<file path="src/common/asrad_pkg.sv">
package asrad_pkg;

  // Register indices; byte address is four times the index
  localparam logic [7:0] ASRAD_IDX_FLAGS    = 8'h0C;
  localparam logic [7:0] ASRAD_IDX_CTRL     = 8'h18;
  localparam logic [7:0] ASRAD_IDX_DATA     = 8'h1A;
  localparam logic [7:0] ASRAD_IDX_ENABLES  = 8'h8C;
  localparam logic [7:0] ASRAD_IDX_TXCTRL   = 8'h98;
  localparam logic [7:0] ASRAD_IDX_BAUD     = 8'h99;

  // Field positions
  localparam int ASRAD_FLAG_RX_READY  = 5;
  localparam int ASRAD_EN_RX_IRQ      = 5;
  localparam int ASRAD_CTRL_SERIAL_PORT_ENABLE      = 7;
  localparam int ASRAD_CTRL_NINE      = 6;
  localparam int ASRAD_CTRL_SREN      = 5;
  localparam int ASRAD_CTRL_CONTINUOUS_RECEIVE_ENABLE      = 4;
  localparam int ASRAD_CTRL_ADDRESS_DETECT_ENABLE     = 3;
  localparam int ASRAD_CTRL_FRAMING_ERROR_BIT      = 2;
  localparam int ASRAD_CTRL_OVERRUN_ERROR_BIT      = 1;
  localparam int ASRAD_CTRL_NINTH     = 0;
  localparam int ASRAD_TXC_SYNC       = 4;
  localparam int ASRAD_TXC_HIGH_BAUD  = 2;
  localparam int ASRAD_TXC_SHIFT_EMPTY = 1;

  // Values after reset and write masks
  localparam logic [7:0] ASRAD_RST_CTRL     = 8'h00;
  localparam logic [7:0] ASRAD_RST_ENABLES  = 8'h00;
  localparam logic [7:0] ASRAD_RST_TXCTRL   = 8'h02;
  localparam logic [7:0] ASRAD_RST_BAUD     = 8'h00;
  localparam logic [7:0] ASRAD_CTRL_WMASK   = 8'hF8;
  localparam logic [7:0] ASRAD_TXC_WMASK    = 8'hFD;
  localparam logic [7:0] ASRAD_ENABLES_MASK = 8'h6F;

  // Cycle counts of the receiver
  localparam logic [1:0] ASRAD_LOW_PRESCALE_LAST = 2'h3;
  localparam logic [3:0] ASRAD_MID_SAMPLE        = 4'h7;
  localparam logic [3:0] ASRAD_LAST_SAMPLE       = 4'hF;
  localparam logic [3:0] ASRAD_BITS_EIGHT        = 4'h8;
  localparam logic [3:0] ASRAD_BITS_NINE         = 4'h9;

  // Receive FIFO entry: {framing error, ninth bit, data}
  localparam int ASRAD_FIFO_WIDTH = 10;
  localparam int ASRAD_FIFO_DEPTH = 2;

  typedef enum logic [1:0] {
    ASRAD_IDLE,
    ASRAD_START,
    ASRAD_DATA,
    ASRAD_STOP
  } asrad_state_t;

endpackage : asrad_pkg

</file>
<file path="src/rtl/asrad_receiver.sv">
// Register access over Avalon-MM was decided locally.
`timescale 1ns/10ps
`default_nettype none
module asrad_receiver
  import asrad_pkg::*;
(
  input  wire logic        clk,
  input  wire logic        rst_n,
  input  wire logic [7:0]  address,
  input  wire logic        read,
  input  wire logic        write,
  input  wire logic [31:0] writedata,
  output logic      [31:0] readdata,
  output logic             waitrequest,
  input  wire logic        receive_data_pin,
  output logic             receive_irq
);

  function automatic logic addr_is(input logic [7:0] addr, input logic [7:0] idx);
    addr_is = (addr == idx);
  endfunction : addr_is

  ////////////////////////////////////////////////////////////////////////
  // Declarations
  logic        ack_reg;
  logic        ack_next;
  logic [31:0] readdata_reg;
  logic [31:0] readdata_next;
  logic        take;
  logic        wr_take;
  logic        pop;

  logic [7:0]  ctrl_reg;
  logic [7:0]  ctrl_next;
  logic [7:0]  enables_reg;
  logic [7:0]  enables_next;
  logic [7:0]  txctrl_reg;
  logic [7:0]  txctrl_next;
  logic [7:0]  baud_divisor_reg;
  logic [7:0]  baud_divisor_next;
  logic        overrun_error_bit_reg;
  logic        overrun_error_bit_next;
  logic        irq_reg;
  logic        irq_next;

  asrad_state_t state_reg;
  asrad_state_t state_next;
  logic [3:0]  sample_cnt_reg;
  logic [3:0]  sample_cnt_next;
  logic [3:0]  bit_cnt_reg;
  logic [3:0]  bit_cnt_next;
  logic [8:0]  receive_shift_register_reg;
  logic [8:0]  receive_shift_register_next;

  logic        rx_enable;
  logic        nine_bit_receive_select;
  logic        address_detect_enable;
  logic        sample_tick;
  logic        word_done;
  logic        stop_framing_error;
  logic [7:0]  word_data;
  logic        word_ninth;
  logic        word_wanted;
  logic        push;
  logic        overrun_event;

  logic [ASRAD_FIFO_WIDTH-1:0] head_word;
  logic        fifo_empty;
  logic        fifo_full;
  logic        receive_ready_flag;
  logic [7:0]  ctrl_view;

  ////////////////////////////////////////////////////////////////////////
  // Avalon slave: one wait cycle, then the access completes
  assign waitrequest = (read || write) && !ack_reg;
  assign take        = (read || write) && ack_reg;
  assign wr_take     = take && write;
  assign pop         = take && read && addr_is(address, ASRAD_IDX_DATA);

  assign receive_ready_flag = !fifo_empty;
  assign ctrl_view = {ctrl_reg[7:3],
                      head_word[9],
                      overrun_error_bit_reg,
                      head_word[8]};

  always_comb begin
    ack_next      = (read || write) && !ack_reg;
    readdata_next = readdata_reg;
    // Value latched in the wait cycle, so it stands at the completing edge
    if ((read || write) && !ack_reg) begin
      readdata_next = 32'h0000_0000;
      if (read) begin
        if (addr_is(address, ASRAD_IDX_FLAGS)) begin
          readdata_next[ASRAD_FLAG_RX_READY] = receive_ready_flag;
        end else if (addr_is(address, ASRAD_IDX_CTRL)) begin
          readdata_next[7:0] = ctrl_view;
        end else if (addr_is(address, ASRAD_IDX_DATA)) begin
          readdata_next[7:0] = head_word[7:0];
        end else if (addr_is(address, ASRAD_IDX_ENABLES)) begin
          readdata_next[7:0] = enables_reg;
        end else if (addr_is(address, ASRAD_IDX_TXCTRL)) begin
          readdata_next[7:0] = txctrl_reg | ASRAD_RST_TXCTRL;
        end else if (addr_is(address, ASRAD_IDX_BAUD)) begin
          readdata_next[7:0] = baud_divisor_reg;
        end
      end
    end
  end

  always_ff @(posedge clk or negedge rst_n) begin
    if (!rst_n) begin
      ack_reg      <= 1'b0;
      readdata_reg <= 32'h0000_0000;
    end else begin
      ack_reg      <= ack_next;
      readdata_reg <= readdata_next;
    end
  end

  assign readdata = readdata_reg;

  ////////////////////////////////////////////////////////////////////////
  // Software registers and overrun
  always_comb begin
    ctrl_next         = ctrl_reg;
    enables_next      = enables_reg;
    txctrl_next       = txctrl_reg;
    baud_divisor_next = baud_divisor_reg;
    if (wr_take) begin
      if (addr_is(address, ASRAD_IDX_CTRL)) begin
        ctrl_next = writedata[7:0] & ASRAD_CTRL_WMASK;
      end
      if (addr_is(address, ASRAD_IDX_ENABLES)) begin
        enables_next = writedata[7:0] & ASRAD_ENABLES_MASK;
      end
      if (addr_is(address, ASRAD_IDX_TXCTRL)) begin
        txctrl_next = writedata[7:0] & ASRAD_TXC_WMASK;
      end
      if (addr_is(address, ASRAD_IDX_BAUD)) begin
        baud_divisor_next = writedata[7:0];
      end
    end
    // Receiver disabled while enable is low, so no set can race this clear
    if (!ctrl_reg[ASRAD_CTRL_CONTINUOUS_RECEIVE_ENABLE]) begin
      overrun_error_bit_next = 1'b0;
    end else if (overrun_event) begin
      overrun_error_bit_next = 1'b1;
    end else begin
      overrun_error_bit_next = overrun_error_bit_reg;
    end
    irq_next = receive_ready_flag && enables_reg[ASRAD_EN_RX_IRQ];
  end

  always_ff @(posedge clk or negedge rst_n) begin
    if (!rst_n) begin
      ctrl_reg              <= ASRAD_RST_CTRL;
      enables_reg           <= ASRAD_RST_ENABLES;
      txctrl_reg            <= ASRAD_RST_TXCTRL;
      baud_divisor_reg      <= ASRAD_RST_BAUD;
      overrun_error_bit_reg <= 1'b0;
      irq_reg               <= 1'b0;
    end else begin
      ctrl_reg              <= ctrl_next;
      enables_reg           <= enables_next;
      txctrl_reg            <= txctrl_next;
      baud_divisor_reg      <= baud_divisor_next;
      overrun_error_bit_reg <= overrun_error_bit_next;
      irq_reg               <= irq_next;
    end
  end

  assign receive_irq = irq_reg;

  ////////////////////////////////////////////////////////////////////////
  // Receive framing
  assign rx_enable = ctrl_reg[ASRAD_CTRL_SERIAL_PORT_ENABLE] && ctrl_reg[ASRAD_CTRL_CONTINUOUS_RECEIVE_ENABLE]
                     && !txctrl_reg[ASRAD_TXC_SYNC];
  assign nine_bit_receive_select = ctrl_reg[ASRAD_CTRL_NINE];
  assign address_detect_enable   = ctrl_reg[ASRAD_CTRL_ADDRESS_DETECT_ENABLE];

  asrad_baud_gen u_baud (
    .clk         (clk),
    .rst_n       (rst_n),
    .run         (rx_enable),
    .high_baud   (txctrl_reg[ASRAD_TXC_HIGH_BAUD]),
    .divisor     (baud_divisor_reg),
    .sample_tick (sample_tick)
  );

  always_comb begin
    state_next                  = state_reg;
    sample_cnt_next             = sample_cnt_reg;
    bit_cnt_next                = bit_cnt_reg;
    receive_shift_register_next = receive_shift_register_reg;
    word_done                   = 1'b0;
    stop_framing_error          = 1'b0;
    if (!rx_enable) begin
      state_next      = ASRAD_IDLE;
      sample_cnt_next = 4'h0;
    end else if (sample_tick) begin
      sample_cnt_next = sample_cnt_reg + 4'h1;
      case (state_reg)
        ASRAD_IDLE: begin
          sample_cnt_next = 4'h0;
          if (!receive_data_pin) begin
            state_next = ASRAD_START;
          end
        end
        ASRAD_START: begin
          if (sample_cnt_reg == ASRAD_MID_SAMPLE) begin
            // Realign so later samples land mid-bit
            sample_cnt_next = 4'h0;
            bit_cnt_next    = 4'h0;
            if (receive_data_pin) begin
              state_next = ASRAD_IDLE;
            end else begin
              state_next = ASRAD_DATA;
            end
          end
        end
        ASRAD_DATA: begin
          if (sample_cnt_reg == ASRAD_LAST_SAMPLE) begin
            receive_shift_register_next =
              {receive_data_pin, receive_shift_register_reg[8:1]};
            bit_cnt_next = bit_cnt_reg + 4'h1;
            if (bit_cnt_reg + 4'h1 ==
                (nine_bit_receive_select ? ASRAD_BITS_NINE : ASRAD_BITS_EIGHT)) begin
              state_next = ASRAD_STOP;
            end
          end
        end
        ASRAD_STOP: begin
          if (sample_cnt_reg == ASRAD_LAST_SAMPLE) begin
            word_done          = 1'b1;
            stop_framing_error = !receive_data_pin;
            state_next         = ASRAD_IDLE;
          end
        end
        default: begin
          state_next = ASRAD_IDLE;
        end
      endcase
    end
  end

  always_ff @(posedge clk or negedge rst_n) begin
    if (!rst_n) begin
      state_reg                  <= ASRAD_IDLE;
      sample_cnt_reg             <= 4'h0;
      bit_cnt_reg                <= 4'h0;
      receive_shift_register_reg <= 9'h000;
    end else begin
      state_reg                  <= state_next;
      sample_cnt_reg             <= sample_cnt_next;
      bit_cnt_reg                <= bit_cnt_next;
      receive_shift_register_reg <= receive_shift_register_next;
    end
  end

  ////////////////////////////////////////////////////////////////////////
  // Word acceptance
  // Eight-bit words sit one place higher in the shifter
  assign word_data  = nine_bit_receive_select ? receive_shift_register_reg[7:0]
                                              : receive_shift_register_reg[8:1];
  assign word_ninth = nine_bit_receive_select && receive_shift_register_reg[8];
  // Data bytes dropped under address detect in nine-bit mode; address bytes pass
  assign word_wanted = !(nine_bit_receive_select && address_detect_enable
                         && !word_ninth);
  assign push = word_done && word_wanted && !overrun_error_bit_reg
                && !fifo_full;
  // Dropped data bytes never count as overrun
  assign overrun_event = word_done && word_wanted && !overrun_error_bit_reg
                         && fifo_full;

  asrad_rx_fifo u_fifo (
    .clk       (clk),
    .rst_n     (rst_n),
    .push      (push),
    .push_word ({stop_framing_error, word_ninth, word_data}),
    .pop       (pop),
    .head_word (head_word),
    .empty     (fifo_empty),
    .full      (fifo_full)
  );

endmodule : asrad_receiver
`default_nettype wire

</file>
<file path="src/rtl/asrad_baud_gen.sv">
`timescale 1ns/10ps
`default_nettype none
module asrad_baud_gen
  import asrad_pkg::*;
(
  input  wire logic       clk,
  input  wire logic       rst_n,
  input  wire logic       run,
  input  wire logic       high_baud,
  input  wire logic [7:0] divisor,
  output logic            sample_tick
);

  logic [7:0] div_cnt_reg;
  logic [7:0] div_cnt_next;
  logic [1:0] pre_cnt_reg;
  logic [1:0] pre_cnt_next;
  logic       tick_reg;
  logic       tick_next;
  logic       base_tick;

  ////////////////////////////////////////////////////////////////////////
  // Base rate is x64 normally, x16 in high-speed; receiver wants x16
  always_comb begin
    div_cnt_next = div_cnt_reg;
    pre_cnt_next = pre_cnt_reg;
    tick_next    = 1'b0;
    base_tick    = 1'b0;
    if (!run) begin
      div_cnt_next = divisor;
      pre_cnt_next = 2'h0;
    end else if (div_cnt_reg == 8'h00) begin
      div_cnt_next = divisor;
      base_tick    = 1'b1;
    end else begin
      div_cnt_next = div_cnt_reg - 8'h01;
    end
    if (base_tick) begin
      if (high_baud) begin
        tick_next = 1'b1;
      end else if (pre_cnt_reg == ASRAD_LOW_PRESCALE_LAST) begin
        pre_cnt_next = 2'h0;
        tick_next    = 1'b1;
      end else begin
        pre_cnt_next = pre_cnt_reg + 2'h1;
      end
    end
  end

  always_ff @(posedge clk or negedge rst_n) begin
    if (!rst_n) begin
      div_cnt_reg <= 8'h00;
      pre_cnt_reg <= 2'h0;
      tick_reg    <= 1'b0;
    end else begin
      div_cnt_reg <= div_cnt_next;
      pre_cnt_reg <= pre_cnt_next;
      tick_reg    <= tick_next;
    end
  end

  assign sample_tick = tick_reg;

endmodule : asrad_baud_gen
`default_nettype wire

</file>
<file path="src/rtl/asrad_rx_fifo.sv">
`timescale 1ns/10ps
`default_nettype none
module asrad_rx_fifo
  import asrad_pkg::*;
(
  input  wire logic                        clk,
  input  wire logic                        rst_n,
  input  wire logic                        push,
  input  wire logic [ASRAD_FIFO_WIDTH-1:0] push_word,
  input  wire logic                        pop,
  output logic      [ASRAD_FIFO_WIDTH-1:0] head_word,
  output logic                             empty,
  output logic                             full
);

  logic [ASRAD_FIFO_WIDTH-1:0] mem_reg  [ASRAD_FIFO_DEPTH];
  logic [ASRAD_FIFO_WIDTH-1:0] mem_next [ASRAD_FIFO_DEPTH];
  logic       wr_ptr_reg;
  logic       wr_ptr_next;
  logic       rd_ptr_reg;
  logic       rd_ptr_next;
  logic [1:0] count_reg;
  logic [1:0] count_next;
  logic       do_push;
  logic       do_pop;

  ////////////////////////////////////////////////////////////////////////
  // Two entries: data plus its own error and ninth bit
  always_comb begin
    do_push     = push && (count_reg != 2'h2);
    do_pop      = pop && (count_reg != 2'h0);
    wr_ptr_next = wr_ptr_reg;
    rd_ptr_next = rd_ptr_reg;
    count_next  = count_reg;
    for (int i = 0; i < ASRAD_FIFO_DEPTH; i++) begin
      mem_next[i] = mem_reg[i];
    end
    if (do_push) begin
      mem_next[wr_ptr_reg] = push_word;
      wr_ptr_next          = ~wr_ptr_reg;
    end
    if (do_pop) begin
      rd_ptr_next = ~rd_ptr_reg;
    end
    if (do_push && !do_pop) begin
      count_next = count_reg + 2'h1;
    end else if (do_pop && !do_push) begin
      count_next = count_reg - 2'h1;
    end
  end

  always_ff @(posedge clk or negedge rst_n) begin
    if (!rst_n) begin
      for (int i = 0; i < ASRAD_FIFO_DEPTH; i++) begin
        mem_reg[i] <= '0;
      end
      wr_ptr_reg <= 1'b0;
      rd_ptr_reg <= 1'b0;
      count_reg  <= 2'h0;
    end else begin
      for (int i = 0; i < ASRAD_FIFO_DEPTH; i++) begin
        mem_reg[i] <= mem_next[i];
      end
      wr_ptr_reg <= wr_ptr_next;
      rd_ptr_reg <= rd_ptr_next;
      count_reg  <= count_next;
    end
  end

  // Empty FIFO shows zero so the data register reads its reset value
  assign head_word = (count_reg == 2'h0) ? '0 : mem_reg[rd_ptr_reg];
  assign empty     = (count_reg == 2'h0);
  assign full      = (count_reg == 2'h2);

endmodule : asrad_rx_fifo
`default_nettype wire

</file>
<file path="config.mk">
export PLATFORM = sky130hd
export DESIGN_NAME = asrad_receiver
export DESIGN_NICKNAME = d
export VERILOG_FILES = /design/src/common/asrad_pkg.sv /design/src/rtl/asrad_receiver.sv /design/src/rtl/asrad_baud_gen.sv /design/src/rtl/asrad_rx_fifo.sv
export SDC_FILE = /design/constraint.sdc
export NUM_CORES = 1
export LEC_CHECK = 0
export ABC_AREA = 0
export BUFFER_PORTS_ARGS = -buffer_cell sky130_fd_sc_hd__buf_4
export CAP_MARGIN = 20
export CORE_MARGIN = 8
export CORE_UTILIZATION = 57
export CTS_BUF_LIST = sky130_fd_sc_hd__clkbuf_16
export DETAILED_ROUTE_END_ITERATION = 10
export PLACE_DENSITY = 0.8
export REMOVE_ABC_BUFFERS = 1
export SYNTH_ARGS = -nofsm -noshare
export SYNTH_HDL_FRONTEND = slang
export SYNTH_HIERARCHICAL = 1
export SYNTH_SLANG_ARGS = --single-unit
</file>
<file path="constraint.sdc">
create_clock -name clk -period 5.38 [get_ports clk]
set_input_delay 0.269 -clock clk [delete_from_list [all_inputs] [get_ports clk]]
set_output_delay 0.269 -clock clk [all_outputs]
set_load 0.02 [all_outputs]
</file>
======== Yosys cells after proc, flatten, opt, wreduce, memory -nomap -nowiden ========
Cells that the tools add are included.
storage, ports and cells
  output and inout port bits .............. 34
  register bits ........................... 92
  bits of input ports ..................... 45
operators by class
  equal/unequal tests ..................... 24
  reductions and logical operators ........ 44
  muxes and demuxes ....................... 57
  order comparisons ....................... 3
  bitwise logic cells ..................... 4
  add/sub/neg operators ................... 6
operators with widths
  kind                                                  count
  2-to-1 mux 8 bit                                      9
  2-to-1 mux 10 bit                                     5
  2-to-1 mux 2 bit                                      15
  equality test 8 bit (second input constant)           3
  bitwise mux 20 bit                                    1
  logical AND 1 bit                                     20
  2-to-1 mux 4 bit                                      5
  2-to-1 mux 1 bit                                      17
  equality test 8 x 5 -> 1 bit (second input constant)  2
  one-hot mux 4 bit (2 select lines)                    2
  inequality test 3 bit (second input constant)         5
  demux 10 bit (select 1 bit)                           1
  logical NOT 1 bit                                     10
  adder 4 x 1 -> 4 bit (second input constant)          2
  equality test 2 bit (second input constant)           4
  equality test 8 x 4 -> 1 bit (second input constant)  1
  logical NOT 8 bit                                     1
  inequality test 2 bit (second input constant)         4
  one-hot mux 2 bit (4 select lines)                    1
  AND reduction 2 bit                                   4
  subtractor 8 x 1 -> 8 bit (second input constant)     1
  AND reduction 6 bit                                   1
  nonzero test 2 bit                                    3
  2-to-1 mux 5 bit                                      1
  15 further kinds                                      20

======== Depth between registers and ports, before layout ========
  word-level depth ........................ 13
  gate-level depth with buffers ........... 12
  depth with buffers taken out ............ 12

======== Modules after synthesis ========
The synthesis kept the hierarchy.
modules (own cells, without submodules)
  module          area an instance (um^2)  cells an instance  instances
  asrad_receiver  3158.0                   304                1
  asrad_rx_fifo   1108.6                   82                 1
  asrad_baud_gen  639.4                    60                 1

======== Worst setup path after synthesis ========
No wires, ideal clock.
  path kind ............................... input to register
  from .................................... input address[5]
  to ...................................... register u_fifo.count_reg[1]
  data arrival time ....................... 1.966 ns
  slack ................................... 3.335 ns
  path buffers ............................ 1
  stages on the path ...................... 9
  path through ............................ or3b_1 > clkbuf_1 > nor2_1 > and3_1 > o21ai_0 > ha_1 > xor2_1 > nor2_1 > xor2_1
on the way
  cells in the longest elaborated chain, start to end .. 6
ends and longest elaborated chain
  item                                                           RTL line              text
  from (decl)                                                    asrad_receiver.sv:9   input wire logic [7:0] address,
  equality test 8 x 5 -> 1 bit *                                 asrad_receiver.sv:20  addr_is = (addr == idx);
  logical AND 1 bit *                                            asrad_receiver.sv:78  assign pop = take && read && addr_is(address, ASRAD_IDX_DATA);
  named net pop                                                  asrad_receiver.sv:31  logic pop;
  logical AND 1 bit *                                            asrad_rx_fifo.sv:31   do_pop = pop && (count_reg != 2'h0);
  logical NOT 1 bit                                              asrad_rx_fifo.sv:45   if (do_push && !do_pop) begin
  logical AND 1 bit                                              asrad_rx_fifo.sv:45
  2-to-1 mux 2 bit / nonzero test 2 bit (equally long branches)  -
  to (signal assigned)                                           asrad_rx_fifo.sv:66   count_reg <= count_next;
  to (decl)                                                      asrad_rx_fifo.sv:22   logic [1:0] count_reg;
Mark *: on every way through the listed nets, which the timed path passes. The rest lies on a longest branch.
A chain may end at the register's enable or synchronous reset.

======== Final worst setup path ========
  from .................................... register ctrl_reg[4]
  to ...................................... register u_fifo/mem_reg[16] (netlist name)
on the way
  cells in the longest elaborated chain, start to end .. 7
ends and longest elaborated chain
  item                             RTL line               text
  from (decl)                      asrad_receiver.sv:33   logic [7:0] ctrl_reg;
  from (signal assigned)           asrad_receiver.sv:163  ctrl_reg <= ctrl_next;
  logical AND 1 bit                asrad_receiver.sv:176  assign rx_enable = ctrl_reg[ASRAD_CTRL_SERIAL_PORT_ENABLE] && ctrl_reg[ASRAD_CTRL_CONTINUOUS_RECEIVE_ENABLE]
  logical AND 1 bit                asrad_receiver.sv:177  && !txctrl_reg[ASRAD_TXC_SYNC];
  named net rx_enable              asrad_receiver.sv:55   logic rx_enable;
  2-to-1 mux 1 bit                 asrad_receiver.sv:197  if (!rx_enable) begin
  logical AND 1 bit (2 in series)  asrad_receiver.sv:269  assign push = word_done && word_wanted && !overrun_error_bit_reg
  logical AND 1 bit                asrad_receiver.sv:270  && !fifo_full;
  named net push                   asrad_receiver.sv:64   logic push;
  logical AND 1 bit                asrad_rx_fifo.sv:30    do_push = push && (count_reg != 2'h2);
  to (signal, indexed assignment)  asrad_rx_fifo.sv:62    mem_reg[i] <= mem_next[i];
  to (decl)                        asrad_rx_fifo.sv:16    logic [ASRAD_FIFO_WIDTH-1:0] mem_reg [ASRAD_FIFO_DEPTH];
The timed path passes the listed nets, and every way through them passes these cells.

==> flow_summary.ini <==
[drt]
dr_total_vias = 3442
drtIter0Drc = 169
detail_route.wl_per_cell_um = 17.6
routed_via_density = 5.85
wl_um = 10300
drc_errors = 0
drt-pass1-iter-count = 4
ant_nets = 0

[worst_hold_path]
hold_depth = 3
hold_end = txctrl_reg[7]$_DFFE_PN0P_
hp-start = writedata[7]
worst_hold_path_type = in2reg

[global_routing]
grt_pass1_wl_um = 17200
grt.overflow.total = 0
antenna_found_initial = 0
grt_pass1_vias = 3510
grt_max_degree = 74
grt_usage = 0.184

[finish]
nNetsFinal = 529
area_growth_pct = 10.3
drive_gt1_frac = 0.263
antennaDiodeCount = 0
largest_register_ffs = 20
final_area_um2 = 5410

[clock_network]
clock-sinks = 91
cts_inserted_buffers = 9
cts-resized-gates = 0
cts_tree = yes
clk-insertion-delay-late_ps = 340
clockBufferDepth = 2
cts_setup_buffers = 0
htreeDepth = 3
cts_root_buf = clkbuf_16
clk_pin_slew_ps = 60

[sta]
rsz0062_at_grt = false
max_freq_ghz = 0.338
final_hold_viol_count = 0
finalSetupViolCount = 0
worstMarginPinSlew_ps = 924
setup_slack_ps = 2420
post-route-min-period_ps = 2960
finClkSkew_ps = 7.47
slew_headroom = 0.384
whs_ps = 170
drv_slew = 0
finalCritPeriodShare = 0.551
setup_tns_ps = 0

[place]
portBuffers = 30
placed_cell_area_um2 = 5110
place_hpwl_um = 7410
place_ws_ps = 2440
place.gp.congestion = 0.861

[synthesis]
synth_top_area_frac = 0.464
syn_area_per_cell_um2 = 11.0
synth-seq-cells = 91
synth_common_cells = 91 x dfrtp_1, 64 x mux2_2, 29 x o21ai_0
ys_async_sr_fraction = 1.00
synth_edf_count = 0
netlist_instances = 446
ys_dominant_reg_cell = dfrtp_1
yosys.cell_count.top_type = dfrtp_1
ys_seq_area_frac = 0.464
synth_top_cell_by_area = dfrtp_1
synth_area_leaders = dfrtp_1 46%, mux2_2 15%, mux2i_1 4.5%
synth.distinct_cells = 68
yosys_warnings = 6
syn_area_um2 = 4910

[worst_setup_path]
r2r-start = ctrl_reg[4]$_DFFE_PN0P_
worstPathMaxFanout = 14
worstPathRequired_ps = 5600
reg2reg_slack_ps = 2420
crit_type = reg2reg
rr_worst_depth = 8
arrival_ps = 3180
critPathLaunchType = flop
crit_path_end_kind = flop
timing.rr.end = u_fifo/mem_reg[16]$_DFFE_PN0P_

[floorplanning]
coreArea_um2 = 8550
row_count = 34
ios = 79
die_x_um = 109
die_y_um = 109
initial_core_util = 0.574
floorplan.die_area_um2 = 11800

[power_and_ir_drop]
peakVddDrop_mv = 0.160
clock_power_share = 0.437
power.leakage_uw = 0.00252
powerDensity_nw_per_um2 = 262
p_sw_uw = 335
internal-power_uw = 1080
seqPwrFrac = 0.495
power_frac_comb = 0.069
switching_share = 0.237

[flow_run]
maxCapViolCount = 0

[status]
status = finished clean
critical path, cell delays in order, from the launching register on:
cell	delay [ps]
dfrtp_1	420
nand3_1	200
inv_1	370
nand2_1	90
nor2_1	200
o211ai_1	180
nor3_1	220
nor3b_2	730
mux2_2	410
power groups by stage:
| stage | registers, µW | logic (µW) | clock network [µW] |
|---|---|---|---|
| 2_1_floorplan | 711 | 51.9 | 0 |
| 6_report | 701 | 97.5 | 619 |
| 3_5_place_dp | 714 | 95.9 | 0 |
| 3_3_place_gp | 713 | 93.4 | 0 |
| 5_1_grt | 702 | 107 | 662 |
| 4_1_cts | 701 | 97.0 | 633 |
layout make-up:
cell class	instances	area, µm²
repair buffers	32	243
flip-flops and latches	91	2280
multi-input cells	322	2390
clock buffers	9	225
fillers	677	3140
clock inverters	7	70.1
inverters	19	71.3
well taps	108	135
kinds of logic (layout without fill, tap and decap cells):
family,count (synthesis),after routing,share of synthesized area
AND/OR/NAND/NOR,116,116,0.136
flip-flops,91,91,0.464
multiplexers,86,86,0.192
AO/OA/AOI/OAI,77,77,0.100
buffers and inverters,56,67,0.0661
XOR/XNOR,10,10,0.0179
adder cells (fa/ha/maj),9,9,0.0230
other,1,24,0.000764
placed cells by master (no fill, tap or decap), types with 4 or more instances in the layout:
cell type	instances
xor2_1	5
inv_1	19
nand3_1	15
mux2_2	64
mux2i_1	22
ha_1	9
nor3_1	7
nor2b_1	5
dfrtp_1	91
nand2b_1	8
xnor2_1	5
a21oi_1	16
buf_4	31
o31ai_1	4
o21ai_0	29
conb_1	24
clkbuf_16	9
nor2_1	24
nand2_1	23
a22oi_1	5
how the worst max path moves through the flow:
stage	startpoint	to	slack, ps	cells after the start
floorplan	txctrl_reg[4]$_DFFE_PN0P_	u_fifo/mem_reg[10]$_DFFE_PN0P_	3020	9
global placement	ctrl_reg[4]$_DFFE_PN0P_	u_fifo/mem_reg[11]$_DFFE_PN0P_	2490	8
detailed placement	ctrl_reg[4]$_DFFE_PN0P_	u_fifo/mem_reg[16]$_DFFE_PN0P_	2440	8
CTS	ctrl_reg[4]$_DFFE_PN0P_	u_fifo/mem_reg[16]$_DFFE_PN0P_	2420	8
global route	ctrl_reg[4]$_DFFE_PN0P_	u_fifo/mem_reg[18]$_DFFE_PN0P_	2120	8
finish	ctrl_reg[4]$_DFFE_PN0P_	u_fifo/mem_reg[16]$_DFFE_PN0P_	2420	8
through the flow:
step                total power [µW]  std cells  utilization
finish                          1420        588        0.633
global route                    1470        588        0.633
global placement                 806        571        0.597
floorplan                        763        432            -
CTS                             1430        588        0.633
detailed placement               810        571        0.597
metal layers:
layer | vias up | GRT usage | wire length (µm)
met2 | 112 | 0.309 | 5170
met3 | 14 | 0.0437 | 595
li1 | 1607 | - | -
met1 | 1709 | 0.228 | 4410
met5 | - | 0 | 0
met4 | 0 | 0.0587 | 149
what timing repair did:
| action | in CTS | in global routing |
|---|---|---|
| hold endpoints to repair | 18 | 0 |
| hold buffers | 1 | 0 |
| setup endpoints to repair | 0 | 0 |
(Power assumes the default switching activity.)
